===== config.mk =====
export PLATFORM = sky130hd
export DESIGN_NAME = flash_bypass_host
export DESIGN_NICKNAME = d
export VERILOG_FILES = /design/src/flash_host_pkg.sv /design/src/flash_cycle_if.sv /design/src/flash_cycle_engine.sv /design/src/toggle_judge.sv /design/src/flash_bypass_host.sv
export SDC_FILE = /design/constraint.sdc
export NUM_CORES = 1
export LEC_CHECK = 0
export BUFFER_PORTS_ARGS = -buffer_cell sky130_fd_sc_hd__buf_2
export CORE_MARGIN = 2
export CORE_UTILIZATION = 45
export DETAILED_ROUTE_END_ITERATION = 8
export PLACE_DENSITY = 0.77
export SYNTH_ARGS = -nofsm -noshare
export SYNTH_HDL_FRONTEND = slang
export SYNTH_SLANG_ARGS = --single-unit

===== constraint.sdc =====
create_clock -name aclk -period 3.5 [get_ports aclk]
set_input_delay 0.175 -clock aclk [delete_from_list [all_inputs] [get_ports aclk]]
set_output_delay 0.175 -clock aclk [all_outputs]
set_load 0.02 [all_outputs]

===== src/flash_host_pkg.sv =====
// Purpose: Shared constants and types of the flash unlock-bypass host controller.
// Assumes: 16-bit NOR bank on an asynchronous parallel bus, host clock 20 MHz.
// Notes: Behaviour list below.
//
// Behaviour
// - Bypass entry writes 00aa at base+555, 0055 at base+2aa, 0020 at base+555.
// - Bypass program writes 00a0 anywhere in bank, then data at target address.
// - Bypass exit writes 0090 then 0000 to the bank; bank returns to read mode.
// - Host runs one operation type in bypass and exits before another type.
// - Buffer programs poll only the last loaded word of the page.
// - Bit 7 may turn to data before bits 6..0; confirm on a following read.
// - Toggle advances only between distinct reads; strobes must rise between reads.
// - Host reads status twice and compares toggle; unchanged means done.
// - Toggling with timing-limit high: recheck; still toggling means fail, reset.
package flash_host_pkg;
  localparam int DQ_W = 16;
  localparam int ADDR_W_DEF = 24;
  localparam int REG_AW = 8;
  // Register byte offsets
  localparam logic [7:0] OFS_CTRL = 8'h00;
  localparam logic [7:0] OFS_ADDR = 8'h04;
  localparam logic [7:0] OFS_DATA = 8'h08;
  localparam logic [7:0] OFS_STAT = 8'h0c;
  localparam logic [7:0] OFS_BASE = 8'h10;
  // Control fields
  localparam int CTRL_GO = 0;
  localparam int CTRL_OP_LSB = 1;
  // Status fields
  localparam int ST_BUSY = 0;
  localparam int ST_DONE = 1;
  localparam int ST_FAIL = 2;
  localparam int ST_BYPASS = 3;
  localparam int ST_REFUSED = 4;
  localparam int ST_RD_LSB = 16;
  // Operations
  typedef enum logic [1:0] {OP_ENTRY = 2'h0, OP_PROG = 2'h1, OP_EXIT = 2'h2, OP_NONE = 2'h3} op_t;
  // Bus commands and unlock addresses
  localparam logic [15:0] CMD_UNLOCK1 = 16'h00aa;
  localparam logic [15:0] CMD_UNLOCK2 = 16'h0055;
  localparam logic [15:0] CMD_BYP_ENTRY = 16'h0020;
  localparam logic [15:0] CMD_BYP_PROG = 16'h00a0;
  localparam logic [15:0] CMD_BYP_EXIT1 = 16'h0090;
  localparam logic [15:0] CMD_BYP_EXIT2 = 16'h0000;
  localparam logic [11:0] UNLOCK_ADDR1 = 12'h555;
  localparam logic [11:0] UNLOCK_ADDR2 = 12'h2aa;
  // Status bit positions
  localparam int POLL_BIT = 7;
  localparam int TOGGLE_BIT = 6;
  localparam int LIMIT_BIT = 5;
  localparam int ABORT_BIT = 1;
  // Bus timing
  localparam int CLK_PERIOD_PS = 50000;
  localparam int T_WE_PULSE_NS = 35;
  localparam int T_ACCESS_NS = 70;
  localparam int T_RECOVER_NS = 25;
  localparam int SYNC_STAGES = 2;
  localparam int WE_CYC = (T_WE_PULSE_NS * 1000 + CLK_PERIOD_PS - 1) / CLK_PERIOD_PS;
  localparam int ACC_CYC = (T_ACCESS_NS * 1000 + CLK_PERIOD_PS - 1) / CLK_PERIOD_PS;
  localparam int REC_CYC = (T_RECOVER_NS * 1000 + CLK_PERIOD_PS - 1) / CLK_PERIOD_PS;
  localparam int RD_CYC = ACC_CYC + SYNC_STAGES;
  // State machines
  typedef enum logic [3:0] {E_IDLE = 4'h1, E_SETUP = 4'h2, E_STROBE = 4'h4, E_RECOV = 4'h8} eng_state_t;
  typedef enum logic [4:0] {S_IDLE = 5'h01, S_CMD = 5'h02, S_POLL_A = 5'h04, S_POLL_B = 5'h08,
    S_FINAL = 5'h10} seq_state_t;
endpackage


===== src/flash_cycle_if.sv =====
// Purpose: One-cycle request and answer carrier between sequencer and bus engine.
// Assumes: req held until ack; ack is a one-cycle pulse.
// Notes: rdata valid in the ack cycle of a read.
`timescale 1ns/1ps
`default_nettype none
interface flash_cycle_if #(parameter int ADDR_W = 24);
  logic req;
  logic wr;
  logic [ADDR_W-1:0] addr;
  logic [15:0] wdata;
  logic [15:0] rdata;
  logic ack;
  modport master (output req, output wr, output addr, output wdata, input rdata, input ack);
  modport engine (input req, input wr, input addr, input wdata, output rdata, output ack);
endinterface
`default_nettype wire


===== src/flash_cycle_engine.sv =====
// Purpose: Drives one read or write cycle on the flash pins per request.
// Assumes: Read data is asynchronous and passes two flip-flops before use.
// Notes: Both strobes rise and stay high during recovery of every cycle.
`timescale 1ns/1ps
`default_nettype none
module flash_cycle_engine import flash_host_pkg::*; #(parameter int ADDR_W = 24)
(
  input wire logic aclk,
  input wire logic aresetn,
  flash_cycle_if.engine fc,
  output logic [ADDR_W-1:0] flash_addr,
  output logic [15:0] flash_dq_out,
  output logic flash_dq_oe,
  input wire logic [15:0] flash_dq_in,
  output logic flash_ce_n,
  output logic flash_oe_n,
  output logic flash_we_n
);
  eng_state_t state, next_state;
  logic [3:0] cnt, next_cnt;
  logic [15:0] dq_meta, dq_sync, rd, next_rd;
  logic ack, next_ack, next_ce_n, next_oe_n, next_we_n, next_dq_oe;
  logic [ADDR_W-1:0] next_addr;
  logic [15:0] next_dq_out;

  assign fc.ack = ack;
  assign fc.rdata = rd;

  always_comb
  begin
    next_state = state;
    next_cnt = cnt;
    next_rd = rd;
    next_ack = 1'b0;
    next_ce_n = flash_ce_n;
    next_oe_n = flash_oe_n;
    next_we_n = flash_we_n;
    next_dq_oe = flash_dq_oe;
    next_addr = flash_addr;
    next_dq_out = flash_dq_out;
    case (state)
      E_IDLE:
        // Req still stands in the ack cycle; do not start that cycle again
        if (fc.req && !ack)
        begin
          next_addr = fc.addr;
          next_dq_out = fc.wdata;
          next_dq_oe = fc.wr;
          next_ce_n = 1'b0;
          next_state = E_SETUP;
        end
      E_SETUP:
      begin
        next_we_n = ~fc.wr;
        next_oe_n = fc.wr;
        next_cnt = fc.wr ? 4'(WE_CYC - 1) : 4'(RD_CYC - 1);
        next_state = E_STROBE;
      end
      E_STROBE:
        if (cnt != 4'h0)
          next_cnt = cnt - 4'h1;
        else
        begin
          next_rd = fc.wr ? rd : dq_sync;
          next_we_n = 1'b1;
          next_oe_n = 1'b1;
          next_ce_n = 1'b1;
          next_cnt = 4'(REC_CYC - 1);
          next_state = E_RECOV;
        end
      E_RECOV:
        if (cnt != 4'h0)
          next_cnt = cnt - 4'h1;
        else
        begin
          next_dq_oe = 1'b0;
          next_ack = 1'b1;
          next_state = E_IDLE;
        end
      default: next_state = E_IDLE;
    endcase
  end

  always_ff @(posedge aclk)
  begin
    dq_meta <= flash_dq_in;
    dq_sync <= dq_meta;
    if (!aresetn)
    begin
      state <= E_IDLE;
      cnt <= 4'h0;
      rd <= 16'h0000;
      ack <= 1'b0;
      flash_ce_n <= 1'b1;
      flash_oe_n <= 1'b1;
      flash_we_n <= 1'b1;
      flash_dq_oe <= 1'b0;
      flash_addr <= '0;
      flash_dq_out <= 16'h0000;
    end
    else
    begin
      state <= next_state;
      cnt <= next_cnt;
      rd <= next_rd;
      ack <= next_ack;
      flash_ce_n <= next_ce_n;
      flash_oe_n <= next_oe_n;
      flash_we_n <= next_we_n;
      flash_dq_oe <= next_dq_oe;
      flash_addr <= next_addr;
      flash_dq_out <= next_dq_out;
    end
  end

  strobe_gap_a: assert property (@(posedge aclk) disable iff (!aresetn)
    $rose(flash_oe_n) |-> flash_oe_n [*2])
    else $error("output enable not held high between reads");
  we_pulse_a: assert property (@(posedge aclk) disable iff (!aresetn)
    $fell(flash_we_n) |-> flash_dq_oe ##1 (flash_we_n && flash_dq_oe) ##1 (flash_we_n && fc.ack))
    else $error("write strobe not one cycle with data driven through its rise");
endmodule // flash_cycle_engine
`default_nettype wire


===== src/toggle_judge.sv =====
// Purpose: Compares two successive status words for the polling decision.
// Assumes: Both words come from distinct read cycles at the same address.
// Notes: Pure decode, no state.
`timescale 1ns/1ps
`default_nettype none
module toggle_judge import flash_host_pkg::*;
(
  input wire logic [15:0] prev,
  input wire logic [15:0] cur,
  output logic toggled,
  output logic limit_hit,
  output logic abort_hit
);
  always_comb
  begin
    toggled = prev[TOGGLE_BIT] ^ cur[TOGGLE_BIT];
    limit_hit = cur[LIMIT_BIT];
    abort_hit = cur[ABORT_BIT];
  end
endmodule // toggle_judge
`default_nettype wire


===== src/flash_bypass_host.sv =====
// Purpose: AXI4-Lite controlled host that runs unlock-bypass entry, program and exit on a flash bank.
// Assumes: Software writes BASE, ADDR and DATA before setting go in CTRL.
// Notes: Program completion is found by toggle polling at the program address.
`timescale 1ns/1ps
`default_nettype none
module flash_bypass_host import flash_host_pkg::*; #(parameter int ADDR_W = ADDR_W_DEF)
(
  input wire logic aclk,
  input wire logic aresetn,
  input wire logic [REG_AW-1:0] awaddr,
  input wire logic awvalid,
  output logic awready,
  input wire logic [31:0] wdata,
  input wire logic [3:0] wstrb,
  input wire logic wvalid,
  output logic wready,
  output logic [1:0] bresp,
  output logic bvalid,
  input wire logic bready,
  input wire logic [REG_AW-1:0] araddr,
  input wire logic arvalid,
  output logic arready,
  output logic [31:0] rdata,
  output logic [1:0] rresp,
  output logic rvalid,
  input wire logic rready,
  output logic [ADDR_W-1:0] flash_addr,
  output logic [15:0] flash_dq_out,
  output logic flash_dq_oe,
  input wire logic [15:0] flash_dq_in,
  output logic flash_ce_n,
  output logic flash_oe_n,
  output logic flash_we_n
);
  localparam logic [1:0] RESP_OKAY = 2'h0;
  localparam logic [1:0] RESP_SLVERR = 2'h2;

  flash_cycle_if #(.ADDR_W(ADDR_W)) fc ();

  // Bus slave state
  logic take_w, next_take_w, next_bvalid, next_arready, next_rvalid;
  logic [1:0] next_bresp, next_rresp;
  logic [31:0] next_rdata;
  // Sequencer state
  seq_state_t state, next_state;
  op_t op, next_op;
  logic [1:0] step, next_step;
  logic req, next_req, wr, next_wr;
  logic [ADDR_W-1:0] cyc_addr, next_cyc_addr, base, next_base, target, next_target;
  logic [15:0] cyc_data, next_cyc_data, pdata, next_pdata, prev, next_prev, last_rd, next_last_rd;
  logic rechk, next_rechk, done, next_done, fail, next_fail;
  logic bypass, next_bypass, refused, next_refused;
  logic toggled, limit_hit;
  logic [31:0] status;

  assign fc.req = req;
  assign fc.wr = wr;
  assign fc.addr = cyc_addr;
  assign fc.wdata = cyc_data;
  assign awready = take_w;
  assign wready = take_w;

  function automatic logic [31:0] merge(input logic [31:0] old, input logic [31:0] nw, input logic [3:0] be);
    logic [31:0] r;
    r = old;
    for (int i = 0; i < 4; i++)
      if (be[i])
        r[8*i +: 8] = nw[8*i +: 8];
    return r;
  endfunction

  function automatic logic mapped(input logic [REG_AW-1:0] a);
    return (a == OFS_CTRL) || (a == OFS_ADDR) || (a == OFS_DATA) || (a == OFS_STAT) || (a == OFS_BASE);
  endfunction

  // Address of each command step, offset from the bank base
  function automatic logic [11:0] step_ofs(input op_t o, input logic [1:0] s);
    if (o == OP_ENTRY)
      return (s == 2'h1) ? UNLOCK_ADDR2 : UNLOCK_ADDR1;
    return 12'h000;
  endfunction

  function automatic logic [15:0] step_data(input op_t o, input logic [1:0] s);
    case (o)
      OP_ENTRY: return (s == 2'h0) ? CMD_UNLOCK1 : (s == 2'h1) ? CMD_UNLOCK2 : CMD_BYP_ENTRY;
      OP_PROG: return CMD_BYP_PROG;
      default: return (s == 2'h0) ? CMD_BYP_EXIT1 : CMD_BYP_EXIT2;
    endcase
  endfunction

  always_comb
  begin
    status = 32'h0000_0000;
    status[ST_BUSY] = (state != S_IDLE);
    status[ST_DONE] = done;
    status[ST_FAIL] = fail;
    status[ST_BYPASS] = bypass;
    status[ST_REFUSED] = refused;
    status[ST_RD_LSB +: 16] = last_rd;
  end

  toggle_judge judge (
    .prev(prev),
    .cur(fc.rdata),
    .toggled(toggled),
    .limit_hit(limit_hit),
    .abort_hit()
  );

  flash_cycle_engine #(.ADDR_W(ADDR_W)) engine (
    .aclk(aclk),
    .aresetn(aresetn),
    .fc(fc),
    .flash_addr(flash_addr),
    .flash_dq_out(flash_dq_out),
    .flash_dq_oe(flash_dq_oe),
    .flash_dq_in(flash_dq_in),
    .flash_ce_n(flash_ce_n),
    .flash_oe_n(flash_oe_n),
    .flash_we_n(flash_we_n)
  );

  // Bus slave: write taken with both channels, read answered the cycle after arready
  always_comb
  begin
    next_take_w = !take_w && awvalid && wvalid && !bvalid;
    next_bvalid = bvalid && !bready;
    next_bresp = bresp;
    next_arready = !arready && arvalid && !rvalid;
    next_rvalid = rvalid && !rready;
    next_rdata = rdata;
    next_rresp = rresp;
    if (take_w)
    begin
      next_bvalid = 1'b1;
      next_bresp = mapped(awaddr) ? RESP_OKAY : RESP_SLVERR;
    end
    if (arready)
    begin
      next_rvalid = 1'b1;
      next_rresp = mapped(araddr) ? RESP_OKAY : RESP_SLVERR;
      case (araddr)
        OFS_ADDR: next_rdata = 32'(target);
        OFS_DATA: next_rdata = {16'h0000, pdata};
        OFS_STAT: next_rdata = status;
        OFS_BASE: next_rdata = 32'(base);
        default: next_rdata = 32'h0000_0000;
      endcase
    end
  end

  always_ff @(posedge aclk)
  begin
    if (!aresetn)
    begin
      take_w <= 1'b0;
      bvalid <= 1'b0;
      bresp <= RESP_OKAY;
      arready <= 1'b0;
      rvalid <= 1'b0;
      rdata <= 32'h0000_0000;
      rresp <= RESP_OKAY;
    end
    else
    begin
      take_w <= next_take_w;
      bvalid <= next_bvalid;
      bresp <= next_bresp;
      arready <= next_arready;
      rvalid <= next_rvalid;
      rdata <= next_rdata;
      rresp <= next_rresp;
    end
  end

  // Sequencer: command steps, then toggle polling for a program
  always_comb
  begin
    next_state = state;
    next_op = op;
    next_step = step;
    next_req = req;
    next_wr = wr;
    next_cyc_addr = cyc_addr;
    next_cyc_data = cyc_data;
    next_base = base;
    next_target = target;
    next_pdata = pdata;
    next_prev = prev;
    next_last_rd = last_rd;
    next_rechk = rechk;
    next_done = done;
    next_fail = fail;
    next_bypass = bypass;
    next_refused = refused;
    if (take_w)
      case (awaddr)
        OFS_ADDR: next_target = ADDR_W'(merge(32'(target), wdata, wstrb));
        OFS_DATA: next_pdata = 16'(merge({16'h0000, pdata}, wdata, wstrb));
        OFS_BASE: next_base = ADDR_W'(merge(32'(base), wdata, wstrb));
        OFS_CTRL:
          if (wstrb[0] && wdata[CTRL_GO])
          begin
            // Entry only outside bypass; program and exit only inside it
            if (state != S_IDLE || op_t'(wdata[CTRL_OP_LSB +: 2]) == OP_NONE
                || (op_t'(wdata[CTRL_OP_LSB +: 2]) == OP_ENTRY) == bypass)
              next_refused = 1'b1;
            else
            begin
              next_op = op_t'(wdata[CTRL_OP_LSB +: 2]);
              next_step = 2'h0;
              next_done = 1'b0;
              next_fail = 1'b0;
              next_refused = 1'b0;
              next_rechk = 1'b0;
              next_state = S_CMD;
            end
          end
        default: next_refused = refused;
      endcase
    case (state)
      S_IDLE: next_req = 1'b0;
      S_CMD:
        if (fc.ack)
        begin
          next_req = 1'b0;
          next_step = step + 2'h1;
          if (op == OP_ENTRY && step == 2'h2)
          begin
            next_bypass = 1'b1;
            next_done = 1'b1;
            next_state = S_IDLE;
          end
          else if (op == OP_PROG && step == 2'h1)
            next_state = S_POLL_A;
          else if (op == OP_EXIT && step == 2'h1)
          begin
            next_bypass = 1'b0;
            next_done = 1'b1;
            next_state = S_IDLE;
          end
        end
        else if (!req)
        begin
          next_req = 1'b1;
          next_wr = 1'b1;
          if (op == OP_PROG && step == 2'h1)
          begin
            next_cyc_addr = target;
            next_cyc_data = pdata;
          end
          else
          begin
            next_cyc_addr = ADDR_W'(base + ADDR_W'(step_ofs(op, step)));
            next_cyc_data = step_data(op, step);
          end
        end
      S_POLL_A, S_POLL_B, S_FINAL:
        if (fc.ack)
        begin
          next_req = 1'b0;
          next_prev = fc.rdata;
          next_last_rd = fc.rdata;
          if (state == S_POLL_A)
            next_state = S_POLL_B;
          else if (state == S_FINAL)
          begin
            next_done = 1'b1;
            next_state = S_IDLE;
          end
          else if (!toggled)
            next_state = S_FINAL;
          else if (limit_hit && rechk)
          begin
            next_fail = 1'b1;
            next_op = OP_EXIT;
            next_step = 2'h0;
            next_state = S_CMD;
          end
          else if (limit_hit)
          begin
            next_rechk = 1'b1;
            next_state = S_POLL_A;
          end
        end
        else if (!req)
        begin
          next_req = 1'b1;
          next_wr = 1'b0;
          next_cyc_addr = target;
        end
      default: next_state = S_IDLE;
    endcase
  end

  always_ff @(posedge aclk)
  begin
    if (!aresetn)
    begin
      state <= S_IDLE;
      op <= OP_NONE;
      step <= 2'h0;
      req <= 1'b0;
      wr <= 1'b0;
      cyc_addr <= '0;
      cyc_data <= 16'h0000;
      base <= '0;
      target <= '0;
      pdata <= 16'h0000;
      prev <= 16'h0000;
      last_rd <= 16'h0000;
      rechk <= 1'b0;
      done <= 1'b0;
      fail <= 1'b0;
      bypass <= 1'b0;
      refused <= 1'b0;
    end
    else
    begin
      state <= next_state;
      op <= next_op;
      step <= next_step;
      req <= next_req;
      wr <= next_wr;
      cyc_addr <= next_cyc_addr;
      cyc_data <= next_cyc_data;
      base <= next_base;
      target <= next_target;
      pdata <= next_pdata;
      prev <= next_prev;
      last_rd <= next_last_rd;
      rechk <= next_rechk;
      done <= next_done;
      fail <= next_fail;
      bypass <= next_bypass;
      refused <= next_refused;
    end
  end

  entry_seq_a: assert property (@(posedge aclk) disable iff (!aresetn)
    (state == S_CMD && op == OP_ENTRY && req && step == 2'h1)
      |-> (cyc_addr == ADDR_W'(base + ADDR_W'(UNLOCK_ADDR2)) && cyc_data == CMD_UNLOCK2 && wr))
    else $error("second unlock word wrong");
  prog_data_a: assert property (@(posedge aclk) disable iff (!aresetn)
    (state == S_CMD && op == OP_PROG && step == 2'h0 && fc.ack)
      |-> ##2 (req && wr && cyc_addr == target && cyc_data == pdata))
    else $error("program data not written at target after setup");
  exit_mode_a: assert property (@(posedge aclk) disable iff (!aresetn)
    (state == S_CMD && op == OP_EXIT && step == 2'h1 && fc.ack) |=> (!bypass && state == S_IDLE))
    else $error("bypass not left after exit pair");
  mode_guard_a: assert property (@(posedge aclk) disable iff (!aresetn)
    (state == S_CMD && req && (op == OP_PROG || op == OP_EXIT)) |-> bypass)
    else $error("bypass command issued outside bypass mode");
  poll_addr_a: assert property (@(posedge aclk) disable iff (!aresetn)
    (req && !wr) |-> (cyc_addr == target && state != S_IDLE && state != S_CMD))
    else $error("status read not at program address");
  confirm_read_a: assert property (@(posedge aclk) disable iff (!aresetn)
    (state == S_POLL_B && fc.ack && !toggled) |=> (state == S_FINAL && !done) ##[1:40] done)
    else $error("completion not confirmed by a following read");
  recheck_fail_a: assert property (@(posedge aclk) disable iff (!aresetn)
    (state == S_POLL_B && fc.ack && toggled && limit_hit && rechk)
      |=> (fail && state == S_CMD && op == OP_EXIT && step == 2'h0))
    else $error("failed operation not followed by reset");
  recheck_first_a: assert property (@(posedge aclk) disable iff (!aresetn)
    (state == S_POLL_B && fc.ack && toggled && limit_hit && !rechk) |=> (state == S_POLL_A && rechk && !fail))
    else $error("timing limit without recheck");
endmodule // flash_bypass_host
`default_nettype wire


==> results.md <==
- Status: complete, no violations
- Final nets: 1549
- Fin. max-slew vios: 0
- Post-CTS setup buffers: 0
- Critical path buffer and inverter count: 2
- H-Tree Depth: 1
- Cells after Synth: 1299
- Leakage power: 5.54 nW
- CTS clk-pin slew, worst paths: 0.06 ns
- Reg2Reg Capture Point: cyc_addr[22]
- CTS resizes: 0
- Total GRT Usage: 0.229
- Sequential area share after synthesis: 0.481
- First-pass DRT Iterations: 7
- CP max-delay cell: fa_1
- Syn Std Cell Area: 0.0114 mm^2
- Final hold violations: 0
- Crit path DAT: 3.71 ns
- Vias in the first global route: 9251
- CP top delay family: compound AO/OA/AOI/OAI gates
- Fin Setup TNS: 0 ns
- Count of final setup violators: 0
- Clock sinks: 275
- Largest net degree at the start of global routing: 90
- P per Cell Area: 463 mW/mm^2
- Worst Setup SP: step[1]
- R2r startpoint: step[1]
- Io pins: 160
- Std cell rows: 58
- Ant. Diodes: 0
- PnR Total Power: 6.35 mW
- WL per Instance: 17.2 um
- VDD IR max: 0.000492 V
- # DRC: 0
- Crit. End Element: flip-flop
- Initial antenna violation count: 0
- CTS tree: done
- Hold_sp: awaddr[6]
- CP required: 3.95 ns
- Ys async rst share: 0
- Initial DRC Count: 874
- Fin crit share: 0.932
- Synth top area share: 0.481
- Crit path max fanout: 6
- Most frequent cell after synthesis: dfxtp_1
- Crit start category: flip-flop
- Total wire length: 31.1 mm
- Die area: 0.0267 mm^2
- Max_cap viols: 0
- Worst path max stage delay: 0.38 ns
- Cell taking the most area after synthesis: dfxtp_1
- WHS Path Cells: 4
- Filler instances: 2297
- Post-synthesis area per instance: 8.81 um^2
- Via-per-instance ratio: 5.45
- Clk_skew: 0.0134 ns
- Clk_lat worst skew: 0.54 ns
- Worst reg2reg setup slack: 0.24 ns
- Unrepaired setup endpoints after global routing: no
- Crit Path Category: flip-flop to flip-flop
- #FFs+latches synth: 275
- DPL Wire Length: 21.8 mm
- Most used DFF post-synth: dfxtp_1
- Grt total ovfl: 0
- WHS Endpoint: refused
- Die height: 163 um
- CTS max path bufs: 3
- CP cell instances: inv_1 -> ha_1 -> nor3_1 -> ha_1 -> inv_1 -> fa_1 -> nor2b_1 -> o31a_1 -> o211ai_1 -> a21oi_1 -> nand3_1 -> xor2_1 -> o22ai_1
- Share of cells above drive strength 1: 0.163
- Time the worst path needs with I/O delays and setup: 3.26 ns
- Ys Warns: 0
- Area Overhead vs Synth: 19.9%
- Routability Congestion: 0.913
- # port buffers: 148
- Die X: 163 um
- Core area: 0.0251 mm^2
- Cts bufs inserted: 28
- Root Buffer: clkbuf_16
- Worst R2R Path Depth: 13
- Relative slew slack: 0.465
- Top post-synthesis cells by area: dfxtp_1, nand2_1, a21boi_0, mux2i_1, a21oi_1
- First-pass GRT wire length: 48.9 mm
- Post-CTS Hold Buffers: 45
- Most frequent cells after synthesis: dfxtp_1, nand2_1, a21oi_1
- Number of library cell types mapped by synthesis: 75
- EDFF count, synth: 0
- ANT nets after route: 0
- Max Freq: 0.307 GHz
- Measured slew at the worst slew-check pin: 0.803 ns
- HP Class: primary input to flip-flop
- Initial Util: 0.456
- Vias: 9840
==> cell type report <==
| class | instances | area, um^2 | area share |
|---|---|---|---|
| inverter | 21 | 78.8 | 0.00575 |
| multi-input combinational | 923 | 5480 | 0.400 |
| tap | 330 | 413 | 0.0301 |
| sequential | 275 | 5510 | 0.401 |
| clock inverter | 12 | 110 | 0.00803 |
| timing repair buffer | 208 | 1320 | 0.0961 |
| clock buffer | 36 | 812 | 0.0592 |
==> metal layers <==
metal | up-vias | GRT usage | share of wire
li1 | 4798 | - | -
met1 | 4644 | 0.311 | 0.44
met2 | 338 | 0.376 | 0.46
met3 | 60 | 0.0320 | 0.065
met4 | 0 | 0.0738 | 0.030
met5 | - | 0 | 0
==> cell usage in the layout, fill, tap and decap left out, drive strengths merged, types with 7 or more instances in the layout <==
cell | netlist | routed
clkbuf | 54 | 36
a21oi | 90 | 90
nand2 | 272 | 272
nand2b | 11 | 11
clkinv | 0 | 10
a222oi | 16 | 16
a211oi | 8 | 8
xnor2 | 13 | 13
nand3 | 42 | 42
o21ai | 55 | 55
a21boi | 81 | 81
a22o | 8 | 8
mux2i | 55 | 55
o22ai | 9 | 9
inv | 21 | 21
xor2 | 10 | 10
and3 | 16 | 16
nor2b | 46 | 46
nor3 | 19 | 19
buf | 26 | 163
dfxtp | 275 | 275
o211ai | 7 | 7
ha | 16 | 16
nor2 | 70 | 70
dlygate4sd3 | 1 | 45
a21o | 8 | 8
==> logic make-up (layout without fill, tap and decap cells) <==
logic type / Yosys count / count (layout) / synth area share
AND/OR/NAND/NOR: 510 / 510 / 0.209
AO/OA/AOI/OAI: 316 / 316 / 0.183
XOR/XNOR: 23 / 23 / 0.0176
other: 1 / 2 / 0.000328
multiplexers: 55 / 55 / 0.0481
adder cells (fa/ha/maj): 17 / 17 / 0.0192
flip-flops: 275 / 275 / 0.481
buffers and inverters: 102 / 277 / 0.0408
==> tightest hold or removal path: cells and delay by family <==
family / cells / cell delay [ns]
AOI/OAI and AO/OA: 1 / 0.14
and+or+nand+nor: 2 / 0.11
buffers and inverters: 1 / 0.09
==> report_power, final <==
group	switching (mW)	total, mW	internal (mW)	leakage [nW]
clock	1.22	2.99	1.77	0.469
combinational	0.105	0.200	0.0947	2.84
sequential	0.00962	3.16	3.15	2.23
total	1.33	6.35	5.01	5.54
==> sequential cells by signal (all words and copies together) (netlist names), 2 cells and up <==
signal and count:
base 24, cyc_addr 24, cyc_data 16, engine.cnt 4
engine.dq_meta 16, engine.dq_sync 16, engine.fc.rdata 16, engine.flash_addr 24
engine.flash_dq_out 16, engine.state 4, last_rd 16, op 2
pdata 16, rdata 32, state 5, step 2
target 24
==> worst max-delay path by stage <==
stage	endpoint	slack [ns]	cells after the start
floorplan	cyc_addr[20]	0.59	13
global placement	cyc_addr[20]	0.42	13
detailed placement	cyc_addr[22]	0.29	13
CTS	cyc_addr[22]	0.27	13
global route	cyc_addr[20]	0.04	13
finish	cyc_addr[22]	0.24	13
==> stage by stage <==
stage	utilization	cells	setup slack (ns)	cell area (um^2)	hold WS [ns]
after global placement	0.492	1712	0.417	12300	0.277
after floorplan	-	1300	0.590	11400	0.203
after CTS	0.546	1805	0.271	13700	0.0160
after detailed placement	0.492	1712	0.287	12300	0.279
after global routing	0.546	1805	0.0403	13700	0.0355
final	0.546	1805	0.237	13700	0.0294
Power figures use the tool's default switching activity.
